<file path="src/verilog/adc_link_pkg.sv">
// Shared constants for the converter serial readout link
package adc_link_pkg;
	// ============================================================
	// Word and clock counts
	localparam int unsigned WORD_BITS      = 24;
	localparam int unsigned CLKS_READ      = 24;
	localparam int unsigned CLKS_RELEASE   = 25;
	localparam int unsigned CLKS_CAL       = 26;
	localparam logic [4:0]  EDGE_IDLE      = 5'h1f;
	// ============================================================
	// Device timing on the link clock
	localparam int unsigned LINK_PERIOD_NS = 125;
	localparam int unsigned CONV_CLKS_SLOW = 491520;
	localparam int unsigned CONV_CLKS_FAST = 61440;
	localparam int unsigned UPD_TIME_US    = 39;
	localparam int unsigned UPD_CYC        = (UPD_TIME_US * 1000 + LINK_PERIOD_NS - 1)
	                                         / LINK_PERIOD_NS;
	localparam int unsigned XTAL_START_MS  = 20;
	localparam int unsigned XTAL_START_CYC = XTAL_START_MS * 1000000 / LINK_PERIOD_NS;
	localparam int unsigned CAL_CONVS      = 8;
	localparam int unsigned WAKE_CONVS     = 4;
	// ============================================================
	// Host timing on the main clock
	localparam int unsigned MCLK_PERIOD_NS = 50;
	localparam int unsigned SCLK_MIN_NS    = 100;
	localparam int unsigned SCLK_MIN_CYC   = (SCLK_MIN_NS + MCLK_PERIOD_NS - 1) / MCLK_PERIOD_NS;
	localparam int unsigned SCLK_HALF_CYC  = 16 * SCLK_MIN_CYC;
	// ============================================================
	// Host commands
	typedef enum logic [1:0] {
		OP_READ     = 2'h0,
		OP_RELEASE  = 2'h1,
		OP_CAL      = 2'h2,
		OP_CAL_STBY = 2'h3
	} host_op_e;
endpackage

</file>
<file path="src/verilog/adc_link_if.sv">
// Serial readout link between host controller and converter
`timescale 1ns/1ps
interface adc_link_if;
	logic sclk;             // Serial shift clock, host driven
	logic data_out_ready_n; // Data out, low means word ready
	logic power_down_n;     // Low powers the converter down

	modport device (
		input  sclk,
		input  power_down_n,
		output data_out_ready_n
	);
	modport host (
		output sclk,
		output power_down_n,
		input  data_out_ready_n
	);
endinterface

</file>
<file path="src/verilog/adc_dev_end.sv">
// Converter end: conversion sequencing, serial readout, calibration, standby
//
// Overview of operation
// - Converts continuously by itself after reset
// - Ready output falls when conversion finishes
// - MSB first, next bit each clock rise
// - Host captures bits on falling clock edge
// - LSB held; high pulse then low
// - New word overwrites bits not shifted out
// - Host keeps clock low while ready high
// - Twenty-fifth clock forces ready high until next
// - Twenty-six clocks start offset calibration immediately
// - Calibration stores offset, subtracted from later words
// - Ready falls when calibration finishes
// - Clock held high after ready enters standby
// - Standby powers down all but oscillator
// - Clock low leaves standby, ready after conversion
// - Extra clocks then standby calibrate on exit
// - Power-down rising edge only after supplies settle
// - Power-down low shuts everything including oscillator
// - External clock resumes at once, crystal delayed
// - Rate input selects slow or fast periods
// - Two's complement word, clipped when out of range
`timescale 1ns/1ps
module adc_dev_end #(
	parameter int unsigned CONV_CYC_SLOW = adc_link_pkg::CONV_CLKS_SLOW, // Cycles per slow conversion
	parameter int unsigned CONV_CYC_FAST = adc_link_pkg::CONV_CLKS_FAST, // Cycles per fast conversion
	parameter int unsigned XTAL_CYC      = adc_link_pkg::XTAL_START_CYC, // Crystal start-up cycles
	parameter int unsigned CAL_CONVS     = adc_link_pkg::CAL_CONVS,      // Periods per calibration
	parameter int unsigned WAKE_CONVS    = adc_link_pkg::WAKE_CONVS      // Periods after standby
) (
	input  wire logic               link_clk_in,         // Converter master clock
	input  wire logic               reset_in,            // Synchronous reset, active high
	input  wire logic               rate_fast_in,        // High selects fast rate
	input  wire logic               xtal_sel_in,         // High when running from crystal
	input  wire logic signed [24:0] sample_in,           // Raw modulator result
	output logic                    inputs_shorted_out,  // Front end inputs shorted
	output logic                    analog_on_out,       // Analog circuits powered
	output logic                    osc_on_out,          // Oscillator amplifier powered
	output logic                    word_done_out,       // Pulse as ready falls
	adc_link_if.device              link                 // Serial link
);
	// ============================================================
	// Types and constants
	typedef enum logic [1:0] {
		ST_START = 2'b00,
		ST_CONV  = 2'b01,
		ST_CAL   = 2'b11,
		ST_STBY  = 2'b10
	} dev_state_e;

	localparam logic [18:0] PER_SLOW = 19'(CONV_CYC_SLOW - 1);
	localparam logic [18:0] PER_FAST = 19'(CONV_CYC_FAST - 1);
	localparam logic [18:0] XTAL_END = 19'(XTAL_CYC - 1);
	localparam logic [3:0]  CAL_SKIP = 4'(CAL_CONVS - 1);
	localparam logic [3:0]  WAKE_SKIP = 4'(WAKE_CONVS - 1);
	localparam logic [8:0]  UPD_LOAD = 9'(adc_link_pkg::UPD_CYC);
	localparam logic [4:0]  LAST_BIT = 5'(adc_link_pkg::CLKS_READ - 1);
	localparam logic [4:0]  RELEASE_EDGE = 5'(adc_link_pkg::CLKS_RELEASE - 1);
	localparam logic [4:0]  CAL_EDGE = 5'(adc_link_pkg::CLKS_CAL - 1);

	dev_state_e         state_q;
	logic [2:0]         sclk_sync_q;
	logic [2:0]         pd_sync_q;
	logic               sclk_lvl_q;
	logic               pd_lvl_q;
	logic               rst;
	logic               sclk_rise;
	logic [18:0]        timer_q;
	logic [18:0]        period;
	logic [3:0]         skip_q;
	logic               tick;
	logic               done;
	logic               cal_go;
	logic               cal_pend_q;
	logic signed [23:0] offset_q;
	logic [23:0]        word_d;
	logic [23:0]        word_q;
	logic [23:0]        shreg_q;
	logic [4:0]         edge_q;
	logic [8:0]         upd_q;
	logic               dout_q;

	// Saturate a wide signed value into the word range
	function automatic logic [23:0] clip24(input logic signed [25:0] v);
		if (v > 26'sh07f_ffff) begin
			clip24 = 24'h7f_ffff;
		end else if (v < -26'sh080_0000) begin
			clip24 = 24'h80_0000;
		end else begin
			clip24 = v[23:0];
		end
	endfunction

	// ============================================================
	// Pin synchronisers; a level counts once stages two and three agree
	always_ff @(posedge link_clk_in) begin
		if (reset_in) begin
			sclk_sync_q <= 3'h0;
			pd_sync_q   <= 3'h0;
			sclk_lvl_q  <= 1'b0;
			pd_lvl_q    <= 1'b0;
		end else begin
			sclk_sync_q <= {sclk_sync_q[1:0], link.sclk};
			pd_sync_q   <= {pd_sync_q[1:0], link.power_down_n};
			if (sclk_sync_q[1] == sclk_sync_q[2]) begin
				sclk_lvl_q <= sclk_sync_q[2];
			end
			if (pd_sync_q[1] == pd_sync_q[2]) begin
				pd_lvl_q <= pd_sync_q[2];
			end
		end
	end

	// Power-down low holds everything but the pin synchronisers in reset
	assign rst       = reset_in | ~pd_lvl_q;
	assign sclk_rise = sclk_sync_q[1] & sclk_sync_q[2] & ~sclk_lvl_q;

	// ============================================================
	// Conversion sequencing
	assign period = rate_fast_in ? PER_FAST : PER_SLOW;
	assign tick   = (timer_q == period);
	assign done   = tick && (skip_q == 4'h0) && !sclk_lvl_q &&
	                ((state_q == ST_CONV) || (state_q == ST_CAL));
	assign cal_go = sclk_rise && (edge_q == CAL_EDGE) && (upd_q == 9'h000) &&
	                (state_q == ST_CONV);

	always_ff @(posedge link_clk_in) begin
		if (rst) begin
			state_q <= ST_START;
			timer_q <= 19'h0_0000;
			skip_q  <= 4'h0;
		end else begin
			case (state_q)
				ST_START: begin
					if (!xtal_sel_in || timer_q == XTAL_END) begin
						state_q <= ST_CONV;
						timer_q <= 19'h0_0000;
					end else begin
						timer_q <= timer_q + 19'h0_0001;
					end
				end
				ST_CONV, ST_CAL: begin
					if (cal_go) begin
						state_q <= ST_CAL;
						timer_q <= 19'h0_0000;
						skip_q  <= CAL_SKIP;
					end else if (tick) begin
						timer_q <= 19'h0_0000;
						if (skip_q != 4'h0) begin
							skip_q <= skip_q - 4'h1;
						end else if (sclk_lvl_q) begin
							state_q <= ST_STBY;
						end else begin
							state_q <= ST_CONV;
						end
					end else begin
						timer_q <= timer_q + 19'h0_0001;
					end
				end
				ST_STBY: begin
					timer_q <= 19'h0_0000;
					if (!sclk_lvl_q) begin
						state_q <= cal_pend_q ? ST_CAL : ST_CONV;
						skip_q  <= cal_pend_q ? CAL_SKIP : WAKE_SKIP;
					end
				end
				default: begin
					state_q <= ST_START;
				end
			endcase
		end
	end

	// ============================================================
	// Offset calibration
	always_ff @(posedge link_clk_in) begin
		if (rst) begin
			cal_pend_q <= 1'b0;
			offset_q   <= 24'sh00_0000;
		end else begin
			if (cal_go) begin
				cal_pend_q <= 1'b1;
			end else if (done && state_q == ST_CAL) begin
				cal_pend_q <= 1'b0;
			end
			if (tick && skip_q == 4'h0 && state_q == ST_CAL) begin
				offset_q <= signed'(clip24(26'(sample_in)));
			end
		end
	end

	// Offset removed and result clipped; a calibration reports zero
	assign word_d = (state_q == ST_CAL) ? 24'h00_0000 :
	                clip24(26'(sample_in) - 26'(offset_q));

	// ============================================================
	// Serial readout
	always_ff @(posedge link_clk_in) begin
		if (rst) begin
			dout_q  <= 1'b1;
			upd_q   <= 9'h000;
			word_q  <= 24'h00_0000;
			shreg_q <= 24'h00_0000;
			edge_q  <= adc_link_pkg::EDGE_IDLE;
		end else if (done) begin
			dout_q <= 1'b1;
			upd_q  <= UPD_LOAD;
			word_q <= word_d;
		end else if (upd_q != 9'h000) begin
			upd_q <= upd_q - 9'h001;
			if (upd_q == 9'h001) begin
				dout_q  <= 1'b0;
				shreg_q <= word_q;
				edge_q  <= 5'h00;
			end
		end else if (sclk_rise && state_q != ST_STBY) begin
			if (edge_q != adc_link_pkg::EDGE_IDLE) begin
				edge_q <= edge_q + 5'h01;
			end
			if (edge_q <= LAST_BIT) begin
				dout_q  <= shreg_q[23];
				shreg_q <= {shreg_q[22:0], 1'b0};
			end else if (edge_q == RELEASE_EDGE) begin
				dout_q <= 1'b1;
			end
		end
	end

	assign link.data_out_ready_n = dout_q;
	assign inputs_shorted_out    = (state_q == ST_CAL);
	assign analog_on_out         = !rst && (state_q != ST_STBY);
	assign osc_on_out            = pd_lvl_q;
	assign word_done_out         = (upd_q == 9'h001) && !done;

endmodule // adc_dev_end

</file>
<file path="src/flat_wrapper.sv">
// flat-port wrapper written by rule: the top's interface ports become plain ports
module adc_dev_end_flat 
#(
	parameter int unsigned CONV_CYC_SLOW = adc_link_pkg::CONV_CLKS_SLOW,                              
	parameter int unsigned CONV_CYC_FAST = adc_link_pkg::CONV_CLKS_FAST,                              
	parameter int unsigned XTAL_CYC      = adc_link_pkg::XTAL_START_CYC,                           
	parameter int unsigned CAL_CONVS     = adc_link_pkg::CAL_CONVS,                                
	parameter int unsigned WAKE_CONVS    = adc_link_pkg::WAKE_CONVS                              
)
  (link_clk_in, reset_in, rate_fast_in, xtal_sel_in, sample_in, inputs_shorted_out, analog_on_out, osc_on_out, word_done_out, link_sclk, link_power_down_n, link_data_out_ready_n);
  adc_link_if link_i ();
  input  wire logic link_clk_in;
  input  wire logic reset_in;
  input  wire logic rate_fast_in;
  input  wire logic xtal_sel_in;
  input  wire logic signed [24:0] sample_in;
  output logic inputs_shorted_out;
  output logic analog_on_out;
  output logic osc_on_out;
  output logic word_done_out;
  input wire logic [$bits(link_i.sclk)-1:0] link_sclk;
  input wire logic [$bits(link_i.power_down_n)-1:0] link_power_down_n;
  output wire logic [$bits(link_i.data_out_ready_n)-1:0] link_data_out_ready_n;
  assign link_i.sclk = link_sclk;
  assign link_i.power_down_n = link_power_down_n;
  assign link_data_out_ready_n = link_i.data_out_ready_n;
  adc_dev_end #(.CONV_CYC_SLOW(CONV_CYC_SLOW), .CONV_CYC_FAST(CONV_CYC_FAST), .XTAL_CYC(XTAL_CYC), .CAL_CONVS(CAL_CONVS), .WAKE_CONVS(WAKE_CONVS)) u_core (.link_clk_in(link_clk_in), .reset_in(reset_in), .rate_fast_in(rate_fast_in), .xtal_sel_in(xtal_sel_in), .sample_in(sample_in), .inputs_shorted_out(inputs_shorted_out), .analog_on_out(analog_on_out), .osc_on_out(osc_on_out), .word_done_out(word_done_out), .link(link_i));
endmodule
</file>
<file path="config.mk">
export PLATFORM = sky130hd
export DESIGN_NAME = adc_dev_end_flat
export DESIGN_NICKNAME = d
export VERILOG_FILES = /design/src/verilog/adc_link_pkg.sv /design/src/verilog/adc_link_if.sv /design/src/verilog/adc_dev_end.sv /design/src/flat_wrapper.sv
export SDC_FILE = /design/constraint.sdc
export NUM_CORES = 1
export LEC_CHECK = 0
export BUFFER_PORTS_ARGS = -buffer_cell sky130_fd_sc_hd__buf_2
export CAP_MARGIN = 20
export CORE_AREA = 2 2 93 162
export CTS_BUF_LIST = sky130_fd_sc_hd__clkbuf_8
export DETAILED_ROUTE_END_ITERATION = 10
export DIE_AREA = 0 0 95 164
export HOLD_SLACK_MARGIN = 0.12
export SLEW_MARGIN = 40
export SYNTH_ARGS = -nofsm -noshare
export SYNTH_HDL_FRONTEND = slang
export SYNTH_SLANG_ARGS = --single-unit
</file>
<file path="constraint.sdc">
create_clock -name link_clk_in -period 5.6 [get_ports link_clk_in]
set_clock_uncertainty 0.2 [all_clocks]
set_input_delay 0.84 -clock link_clk_in [delete_from_list [all_inputs] [get_ports link_clk_in]]
set_output_delay 0.84 -clock link_clk_in [all_outputs]
set_load 0.1 [all_outputs]
</file>
==> impl_metrics.toml, run 1 <==
[routing]
firstDrtPassIters = 4
wl_met2_mm = 8.31
routed.top_layer = "met4"
drt-wirelength-per-cell_um = 14.8
ant_nets = 0
drc = 0
drt_iter0_drc = 181
wl_met3_um = 310
wl_met1_mm = 6.05
wl_mm = 15.0
vias = 5672
via_per_inst = 5.62

[synthesis]
ys.flop_type = "dfxtp_1"
synthMuxAreaShare_pct = 3.96
yosys_warnings = 0
synth_top_family_by_area = "compound AO/OA/AOI/OAI gates"
synth-compound-area-share_pct = 22.3
syn-instance-count = 792
async_flop_share_pct = 0
synthSimpleGateAreaFrac_pct = 18.7
synth_edf_count = 0
syn-cell-area_um2 = 6580
synth-adder-area-share_pct = 7.11
ys_types = 68
ys_seq_area_share_pct = 36.8
synth-seq-cells = 121
syn_nets = 859
synth-xor-area-share_pct = 6.14
avgSynthCellArea_um2 = 8.31

[run_status]
status = "complete, no violations"

[layout]
diodes = 0
syn_to_final_growth_pct = 10.4
nets = 883
drive_gt1_share_pct = 11.0
finish.utilization_pct = 50.8
layout_commonest_cell = "dfxtp_1"
final_cell_mix = "dfxtp_1 (121), nor2_1 (105), a21oi_1 (82), nand2_1 (66), a211oi_1 (49)"

[power]
p_total_mw = 1.76
pwr-share-clk_pct = 42.7
internal_power_mw = 1.28
p_switching_uw = 477
p_per_area_nw_per_um2 = 242
switching_share_pct = 27.2
max-vdd-ir-drop_mv = 0.125
power_leakage_nw = 2.46
pwr-share-comb_pct = 8.2
seqPwrFrac_pct = 49.1

[floorplan]
fp.dieH_um = 164
num_rows = 58
die_width_um = 95
die_area_um2 = 15600
core_um2 = 14300
start_util_pct = 46.0
io_pins = 36

[timing]
max_freq_ghz = 0.271
finalSetupViolations = 0
period_needed_ns = 3.69
fin_setup_tns_ns = 0
finalCritPeriodShare_pct = 66.0
worstMarginPinSlew_ns = 0.768
rsz0062_at_grt = "no"
finalHoldViolations = 0
final_max_slew_viol_count = 0
relSlewSlack_pct = 48.7

[setup_path]
critPathSlowestCell = "nor3_2"
worst_ep_arrival_time_ns = 2.65
worstSetupPathType = "register to output pin"
slowest_delay_ns = 0.39
cp-end-kind = "output pin"
worstSetupStartpointType = "register"
cp_max_fo = 8
cp_num_buf_inv = 1
required_ns = 4.56
cp_top_family = "simple AND/OR/NAND/NOR gates"
crit_chain = "ha_1, nand3_1, nor3_2, o2111a_2, and3_1, nor2_1, buf_2"

[cts]
h-tree-depth = 4
cts_tree = "built"
clock_path_buffers = 2
numClockSinks = 121
cts_buffers = 17
clk_transition_reported_paths_ns = 0.08
cts_hold_buf = 0
insertion_delay_ns = 0.44
root_buffer = "clkbuf_8"
cts_resized = 0
cts_setup_buffers = 0

[place]
gp_congestion = 0.859
portBuffers = 35
dpl.hpwl_mm = 11.2

[global_route]
overflow = 0
grt_start_max_net_pins = 47
gr-usage-all-layers_pct = 20.0
antenna_found_initial = 0
grt_pass1_vias = 5625
grt_pass1_wl_mm = 25.0

[hold_path]
hp-class = "register to register"

[run]
maxCapViolCount = 0
[state kept, by name, summed over array words and instances, names as in the netlist]
name                          cells
u_core.pd_sync_q                  3
u_core.upd_q                      9
u_core.shreg_q                   24
u_core.sclk_lvl_q                 1
u_core.timer_q                   19
u_core.osc_on_out                 1
u_core.cal_pend_q                 1
u_core.skip_q                     4
u_core.sclk_sync_q                3
u_core.edge_q                     5
u_core.word_q                    24
u_core.state_q                    2
u_core.link.data_out_ready_n      1
u_core.offset_q                  24
[synth_stat cells (13+ instances only)]
cell | count | share of area, %
xor2_1 | 23 | 3.1
nor2_1 | 106 | 6.0
ha_1 | 35 | 6.7
a211oi_1 | 49 | 5.6
nor2b_1 | 13 | 1.2
o21ai_0 | 22 | 1.7
xnor2_1 | 20 | 2.7
inv_1 | 48 | 2.7
o211ai_1 | 15 | 1.7
nand2_1 | 66 | 3.8
a21oi_1 | 82 | 6.2
clkbuf_1 | 27 | 1.5
mux2i_1 | 26 | 4.0
dfxtp_1 | 121 | 37
nand3_1 | 15 | 1.1
[path summary, 6_finish.rpt]
path / from / endpoint / slack [ns] / depth (start not counted)
hold / removal: u_core.sclk_sync_q[0] / u_core.sclk_sync_q[1] / 0.24 / 1
setup reg to reg: u_core.offset_q[0] / u_core.word_q[4] / 2.15 / 12
hold reg to reg: u_core.sclk_sync_q[0] / u_core.sclk_sync_q[1] / 0.24 / 1
setup / recovery: u_core.timer_q[0] / word_done_out / 1.91 / 7
[power groups by stage]
stage / clock network [mW] / logic (mW) / registers (mW)
3_3_place_gp: 0 / 0.140 / 0.883
2_1_floorplan: 0 / 0.101 / 0.882
3_5_place_dp: 0 / 0.141 / 0.883
5_1_grt: 0.812 / 0.158 / 0.863
4_1_cts: 0.775 / 0.142 / 0.862
6_report: 0.749 / 0.143 / 0.862
[logic make-up after synthesis]
logic type               after synthesis
flip-flops                           121
buffers and inverters                 83
XOR/XNOR                              44
AO/OA/AOI/OAI                        217
multiplexers                          26
adder cells (fa/ha/maj)               37
AND/OR/NAND/NOR                      264
[through the flow]
step | setup WS, ns | instance area [um^2] | hold slack (ns) | cells
finish | 1.91 | 7270 | 0.239 | 1009
global route | 1.69 | 7270 | 0.260 | 1009
CTS | 1.86 | 7250 | 0.249 | 1009
detailed placement | 1.46 | 6880 | 0.230 | 977
global placement | 1.52 | 6880 | 0.236 | 977
floorplan | 1.67 | 6580 | 0.214 | 792
[final cells by class]
| class | instances | area [um^2] |
|---|---|---|
| clock buffers | 17 | 234 |
| repair buffers | 40 | 213 |
| well taps | 180 | 225 |
| fillers | 1428 | 7030 |
| clock inverters | 15 | 143 |
| multi-input cells | 588 | 3850 |
| inverters | 48 | 180 |
| flip-flops and latches | 121 | 2420 |
[layer usage]
layer,track usage [%],vias up
met5,0,-
met4,7.91,0
met3,3.49,28
met2,38.5,96
met1,20.9,2679
li1,-,2869
(Power assumes the default switching activity.)
==> run 2, diff against run 1 <==
clock period = 3.7 ns   (was 5.6 ns; I/O delays follow)
==> run 2 against run 1 <==
Effect of this change: sequential share of layout area down 0.37 points; routed wire length is 1.0% lower; final cell count increased by 0.89%; sequential power is 52% higher; register-to-register slack worse by 1.7 ns; die area stayed put; via count fell by 0.62%; first-iteration DRC count up 41%; global-route usage up 0.23 points; utilization up 0.58 points; clock power is 56% higher; critical endpoint unchanged.
==> impl_metrics.toml, run 2 (synthesis results as in run 1) <==
[setup_path]
cp_num_buf_inv = 1
cp-end-kind = "output pin"
crit_chain = "ha_1, nand3_1, nor3_2, o2111a_2, and3_1, nor2_1, buf_2"
critPathSlowestCell = "nor3_2"
cp_max_fo = 8
cp_top_family = "simple AND/OR/NAND/NOR gates"
worst_ep_arrival_time_ns = 2.73
worstSetupPathType = "register to output pin"
required_ns = 2.94
worstSetupStartpointType = "register"
slowest_delay_ns = 0.44

[place]
portBuffers = 35
dpl.hpwl_mm = 11.3
dp_cells = 987
gp_congestion = 0.888

[power]
internal_power_mw = 1.99
pwr-share-clk_pct = 43.3
max-vdd-ir-drop_mv = 0.223
switching_share_pct = 25.9
p_switching_uw = 696
power_leakage_nw = 2.51
seqPwrFrac_pct = 48.5
pwr-share-comb_pct = 8.2
p_per_area_nw_per_um2 = 366
p_total_mw = 2.69

[global_route]
grt_start_max_net_pins = 48
grt_pass1_wl_mm = 25.3
overflow = 0
gr-usage-all-layers_pct = 20.3
grt_pass1_vias = 5622
antenna_found_initial = 0

[timing]
period_needed_ns = 3.48
max_freq_ghz = 0.287
finalCritPeriodShare_pct = 94.1
finalHoldViolations = 0
final_max_slew_viol_count = 0
rsz0062_at_grt = "no"
relSlewSlack_pct = 47.4
finalSetupViolations = 0
hold_slack_ns = 0.147
worstMarginPinSlew_ns = 0.787

[routing]
drt_iter0_drc = 255
ant_nets = 0
wl_mm = 14.8
firstDrtPassIters = 4
vias = 5637
via_per_inst = 5.54
drt-wirelength-per-cell_um = 14.5
drc = 0

[run_status]
status = "complete, no violations"

[floorplan]
die_width_um = 95
die_area_um2 = 15600
io_pins = 36
start_util_pct = 46.0
num_rows = 58
fp.dieH_um = 164
core_um2 = 14300

[cts]
cts_setup_buffers = 0
cts_buffers = 17
root_buffer = "clkbuf_8"
h-tree-depth = 4
cts_hold_buf = 0
clk_transition_reported_paths_ns = 0.07
numClockSinks = 121
cts_tree = "built"
clock_path_buffers = 2
insertion_delay_ns = 0.43
cts_resized = 0

[hold_path]
hp-class = "primary input to register"

[layout]
syn_to_final_growth_pct = 11.7
fillers = 1367
reg.largest.list = "u_core.offset_q x24, u_core.shreg_q x24, u_core.word_q x24"
finalNonFillerCells = 1018
diodes = 0
final_cell_mix = "dfxtp_1 (121), nor2_1 (106), a21oi_1 (82), nand2_1 (66), a211oi_1 (49)"
layout_commonest_cell = "dfxtp_1"
drive_gt1_share_pct = 11.7
nets = 893

[run]
maxCapViolCount = 0
[run 2: per-stage QoR]
stage	cell area [um^2]	worst slack [ns]	setup TNS, ns	utilization (%)
6_report	7350	0.218	0	51.4
4_1_cts	7350	0.192	0	51.4
3_5_place_dp	6960	-0.0109	-0.0475	48.7
5_1_grt	7350	0.0617	0	51.4
3_3_place_gp	6960	0.0564	0	48.7
2_1_floorplan	6580	0.186	0	-
[run 2: worst paths after layout]
check	start	endpoint	slack, ns	depth (start not counted)
setup / recovery	u_core.timer_q[0]	word_done_out	0.22	7
hold / removal	link_sclk	u_core.sclk_sync_q[0]	0.15	2
hold reg to reg	u_core.sclk_sync_q[0]	u_core.sclk_sync_q[1]	0.25	1
setup reg to reg	u_core.offset_q[0]	u_core.word_q[22]	0.42	12
[run 2: layout make-up]
type                    instances  area [um^2]  share of cell area [%]
multi-input cells             588         3840                    52.2
flip-flops and latches        121         2420                    33.0
repair buffers                 50          300                    4.09
clock buffers                  17          234                    3.18
well taps                     180          225                    3.06
inverters                      48          180                    2.45
clock inverters                14          150                    2.04
[run 2: power by group through the flow]
stage / sequential [mW] / clock (mW) / combinational (mW)
6_report: 1.31 / 1.17 / 0.221
5_1_grt: 1.31 / 1.25 / 0.245
4_1_cts: 1.31 / 1.19 / 0.220
3_5_place_dp: 1.34 / 0 / 0.219
3_3_place_gp: 1.34 / 0 / 0.217
2_1_floorplan: 1.34 / 0 / 0.153
[run 2: per-layer routing]
metal  global-route usage [%]  part of all wire [%]  up-vias
met5                        0                     0        -
met4                     7.38                   1.7        0
met3                     3.39                   2.3       21
met2                     38.9                    55       90
met1                     21.5                    41     2638
li1                         -                     -     2888
==> run 3, diff against run 2 <==
--- a/config.mk
+++ b/config.mk
@@ -13,2 +13,3 @@
 export DIE_AREA = 0 0 95 164
+export GPL_ROUTABILITY_DRIVEN = 0
 export HOLD_SLACK_MARGIN = 0.12
==> constraint.sdc (replaced) <==
create_clock -name link_clk_in -period 3.7 [get_ports link_clk_in]
set_clock_uncertainty 0.2 [all_clocks]
set_input_delay 0.925 -clock link_clk_in [delete_from_list [all_inputs] [get_ports link_clk_in]]
set_output_delay 0.925 -clock link_clk_in [all_outputs]
set_load 0.1 [all_outputs]
==> run 3 against run 2 <==
Effect of this change: utilization increased by 1.9 points; fmax decreased by 3.9%; non-clock buffer count increased by 29; combinational power increased by 10%; sequential share of layout area decreased by 1.2 points; worst setup slack got worse by 0.14 ns; worst hold slack improved by 0.11 ns; die area unchanged; total power increased by 1.2%; critical path depth unchanged; final cell count increased by 2.9%; critical path type is now primary input to output pin; highest routed layer unchanged.
==> impl_metrics.toml, run 3 (synthesis results as in run 1) <==
[cts]
clock_path_buffers = 2
clk_transition_reported_paths_ns = 0.08
cts_tree = "built"
cts_buffers = 17
numClockSinks = 121
insertion_delay_ns = 0.45
root_buffer = "clkbuf_8"
h-tree-depth = 4

[layout]
regArea_um2 = 2420
final_cell_mix = "dfxtp_1 (121), nor2_1 (103), a21oi_1 (82), nand2_1 (65), a211oi_1 (49)"
diodes = 0
reg.largest.list = "u_core.offset_q x24, u_core.shreg_q x24, u_core.word_q x24"
finalNonFillerCells = 1048
layout_commonest_cell = "dfxtp_1"
nets = 922
finish.utilization_pct = 53.3
fillers = 1352
multi_input_area_um2 = 3850
syn_to_final_growth_pct = 15.9
drive_gt1_share_pct = 15.2

[setup_path]
endpoint = "word_done_out"
r2r-start = "u_core.offset_q[0]"
worst_ep_arrival_time_ns = 2.50
crit_chain = "buf_2, or4bb_1, nor3_1, o2111a_2, and3_1, nor2_2, buf_2"
critPathSlowestCell = "or4bb_1"
cp_common_cell = "buf_2"
required_ns = 2.57
cp_max_fo = 2
slowest_delay_ns = 0.47
cp-end-kind = "output pin"
worstSetupPathType = "primary input to output pin"
cp-startpoint = "rate_fast_in"
worstSetupStartpointType = "primary input"
reg2regPathDepth = 13
rrSetupSlack_ns = 0.48
rr_endpoint = "u_core.word_q[5]"

[timing]
finalCritPeriodShare_pct = 98.0
period_needed_ns = 3.62
relSlewSlack_pct = 47.7
worstMarginPinSlew_ns = 0.784
max_freq_ghz = 0.276
finalHoldViolations = 0
rsz0062_at_grt = "no"
hold_slack_ns = 0.254
final_max_slew_viol_count = 0
fin_setup_tns_ns = 0
finalSetupViolations = 0

[power]
max-vdd-ir-drop_mv = 0.200
p_per_area_nw_per_um2 = 357
p_total_mw = 2.72
power_leakage_nw = 2.68

[run]
maxCapViolCount = 0

[hold_path]
hp-class = "register to register"

[global_route]
grt_pass1_wl_mm = 25.8
gr-usage-all-layers_pct = 20.5
grt_pass1_vias = 5751
grt_start_max_net_pins = 72
overflow = 0
antenna_found_initial = 0

[place]
dp_cells = 1015
portBuffers = 35
dpl.hpwl_mm = 11.3

[run_status]
status = "complete, no violations"

[floorplan]
core_um2 = 14300
start_util_pct = 46.0
fp.dieH_um = 164
die_width_um = 95
die_area_um2 = 15600
num_rows = 58
io_pins = 36

[routing]
wl_mm = 15.1
drc = 0
drt-wirelength-per-cell_um = 14.4
firstDrtPassIters = 7
vias = 5774
ant_nets = 0
via_per_inst = 5.51
drt_iter0_drc = 203
==> run 3: cell count changes in the layout (fill, tap and decap cells not counted), sizes merged <==
cell | previous run | this run
buf | 50 | 79
clkinv | 6 | 0
clkinvlp | 3 | 5
inv | 51 | 57
bufinv | 2 | 1
==> run 3: how the worst min path moves through the flow <==
stage / to / startpoint / cells past startpoint / slack [ns]
6_report: u_core.pd_sync_q[1] / u_core.pd_sync_q[0] / 1 / 0.25
5_1_grt: u_core.sclk_sync_q[1] / u_core.sclk_sync_q[0] / 1 / 0.28
4_1_cts: u_core.pd_sync_q[1] / u_core.pd_sync_q[0] / 1 / 0.26
3_5_place_dp: u_core.pd_sync_q[1] / u_core.pd_sync_q[0] / 1 / 0.23
3_3_place_gp: u_core.pd_sync_q[1] / u_core.pd_sync_q[0] / 1 / 0.22
2_1_floorplan: u_core.pd_sync_q[1] / u_core.pd_sync_q[0] / 1 / 0.21
==> run 3: critical path, delay by kind of cell <==
kind	cells	cell delay (ns)
AND/OR/NAND/NOR	4	0.91
AO/OA/AOI/OAI	1	0.28
buffers and inverters	2	0.38
==> run 3: final cells by class <==
| type | instances | area share, % |
|---|---|---|
| repair buffers | 79 | 7.29 |
| multi-input cells | 588 | 50.5 |
| clock buffers | 17 | 3.07 |
| flip-flops and latches | 121 | 31.8 |
| clock inverters | 15 | 2.02 |
| inverters | 48 | 2.36 |
| well taps | 180 | 2.95 |
==> run 3: through the flow <==
| stage | worst slack, ns | instance area (um^2) |
|---|---|---|
| 4_1_cts | 0.0212 | 7600 |
| 5_1_grt | 0.00942 | 7620 |
| 2_1_floorplan | 0.0143 | 6590 |
| 3_3_place_gp | -0.284 | 7220 |
| 3_5_place_dp | -0.372 | 7220 |
| 6_report | 0.0757 | 7620 |
==> run 3: timing repair <==
item / in CTS / in global routing
hold buffers: 0 / 0
endpoints found under the setup margin: 0 / 11
resized for setup: 0 / 1
setup buffers: 0 / 1
==> run 3: report_power, final <==
group	switching [mW]	internal, mW	leakage (nW)
Combinational	0.135	0.108	1.52
Sequential	0.00136	1.30	0.975
Clock	0.621	0.555	0.182
==> run 3: per-layer routing <==
metal | GRT usage, % | share of wire [%] | vias to the layer above
met5 | 0 | 0 | -
met4 | 6.32 | 1.4 | 0
met3 | 4.36 | 2.5 | 14
met2 | 38.7 | 55 | 88
met1 | 22.3 | 41 | 2719
li1 | - | - | 2953
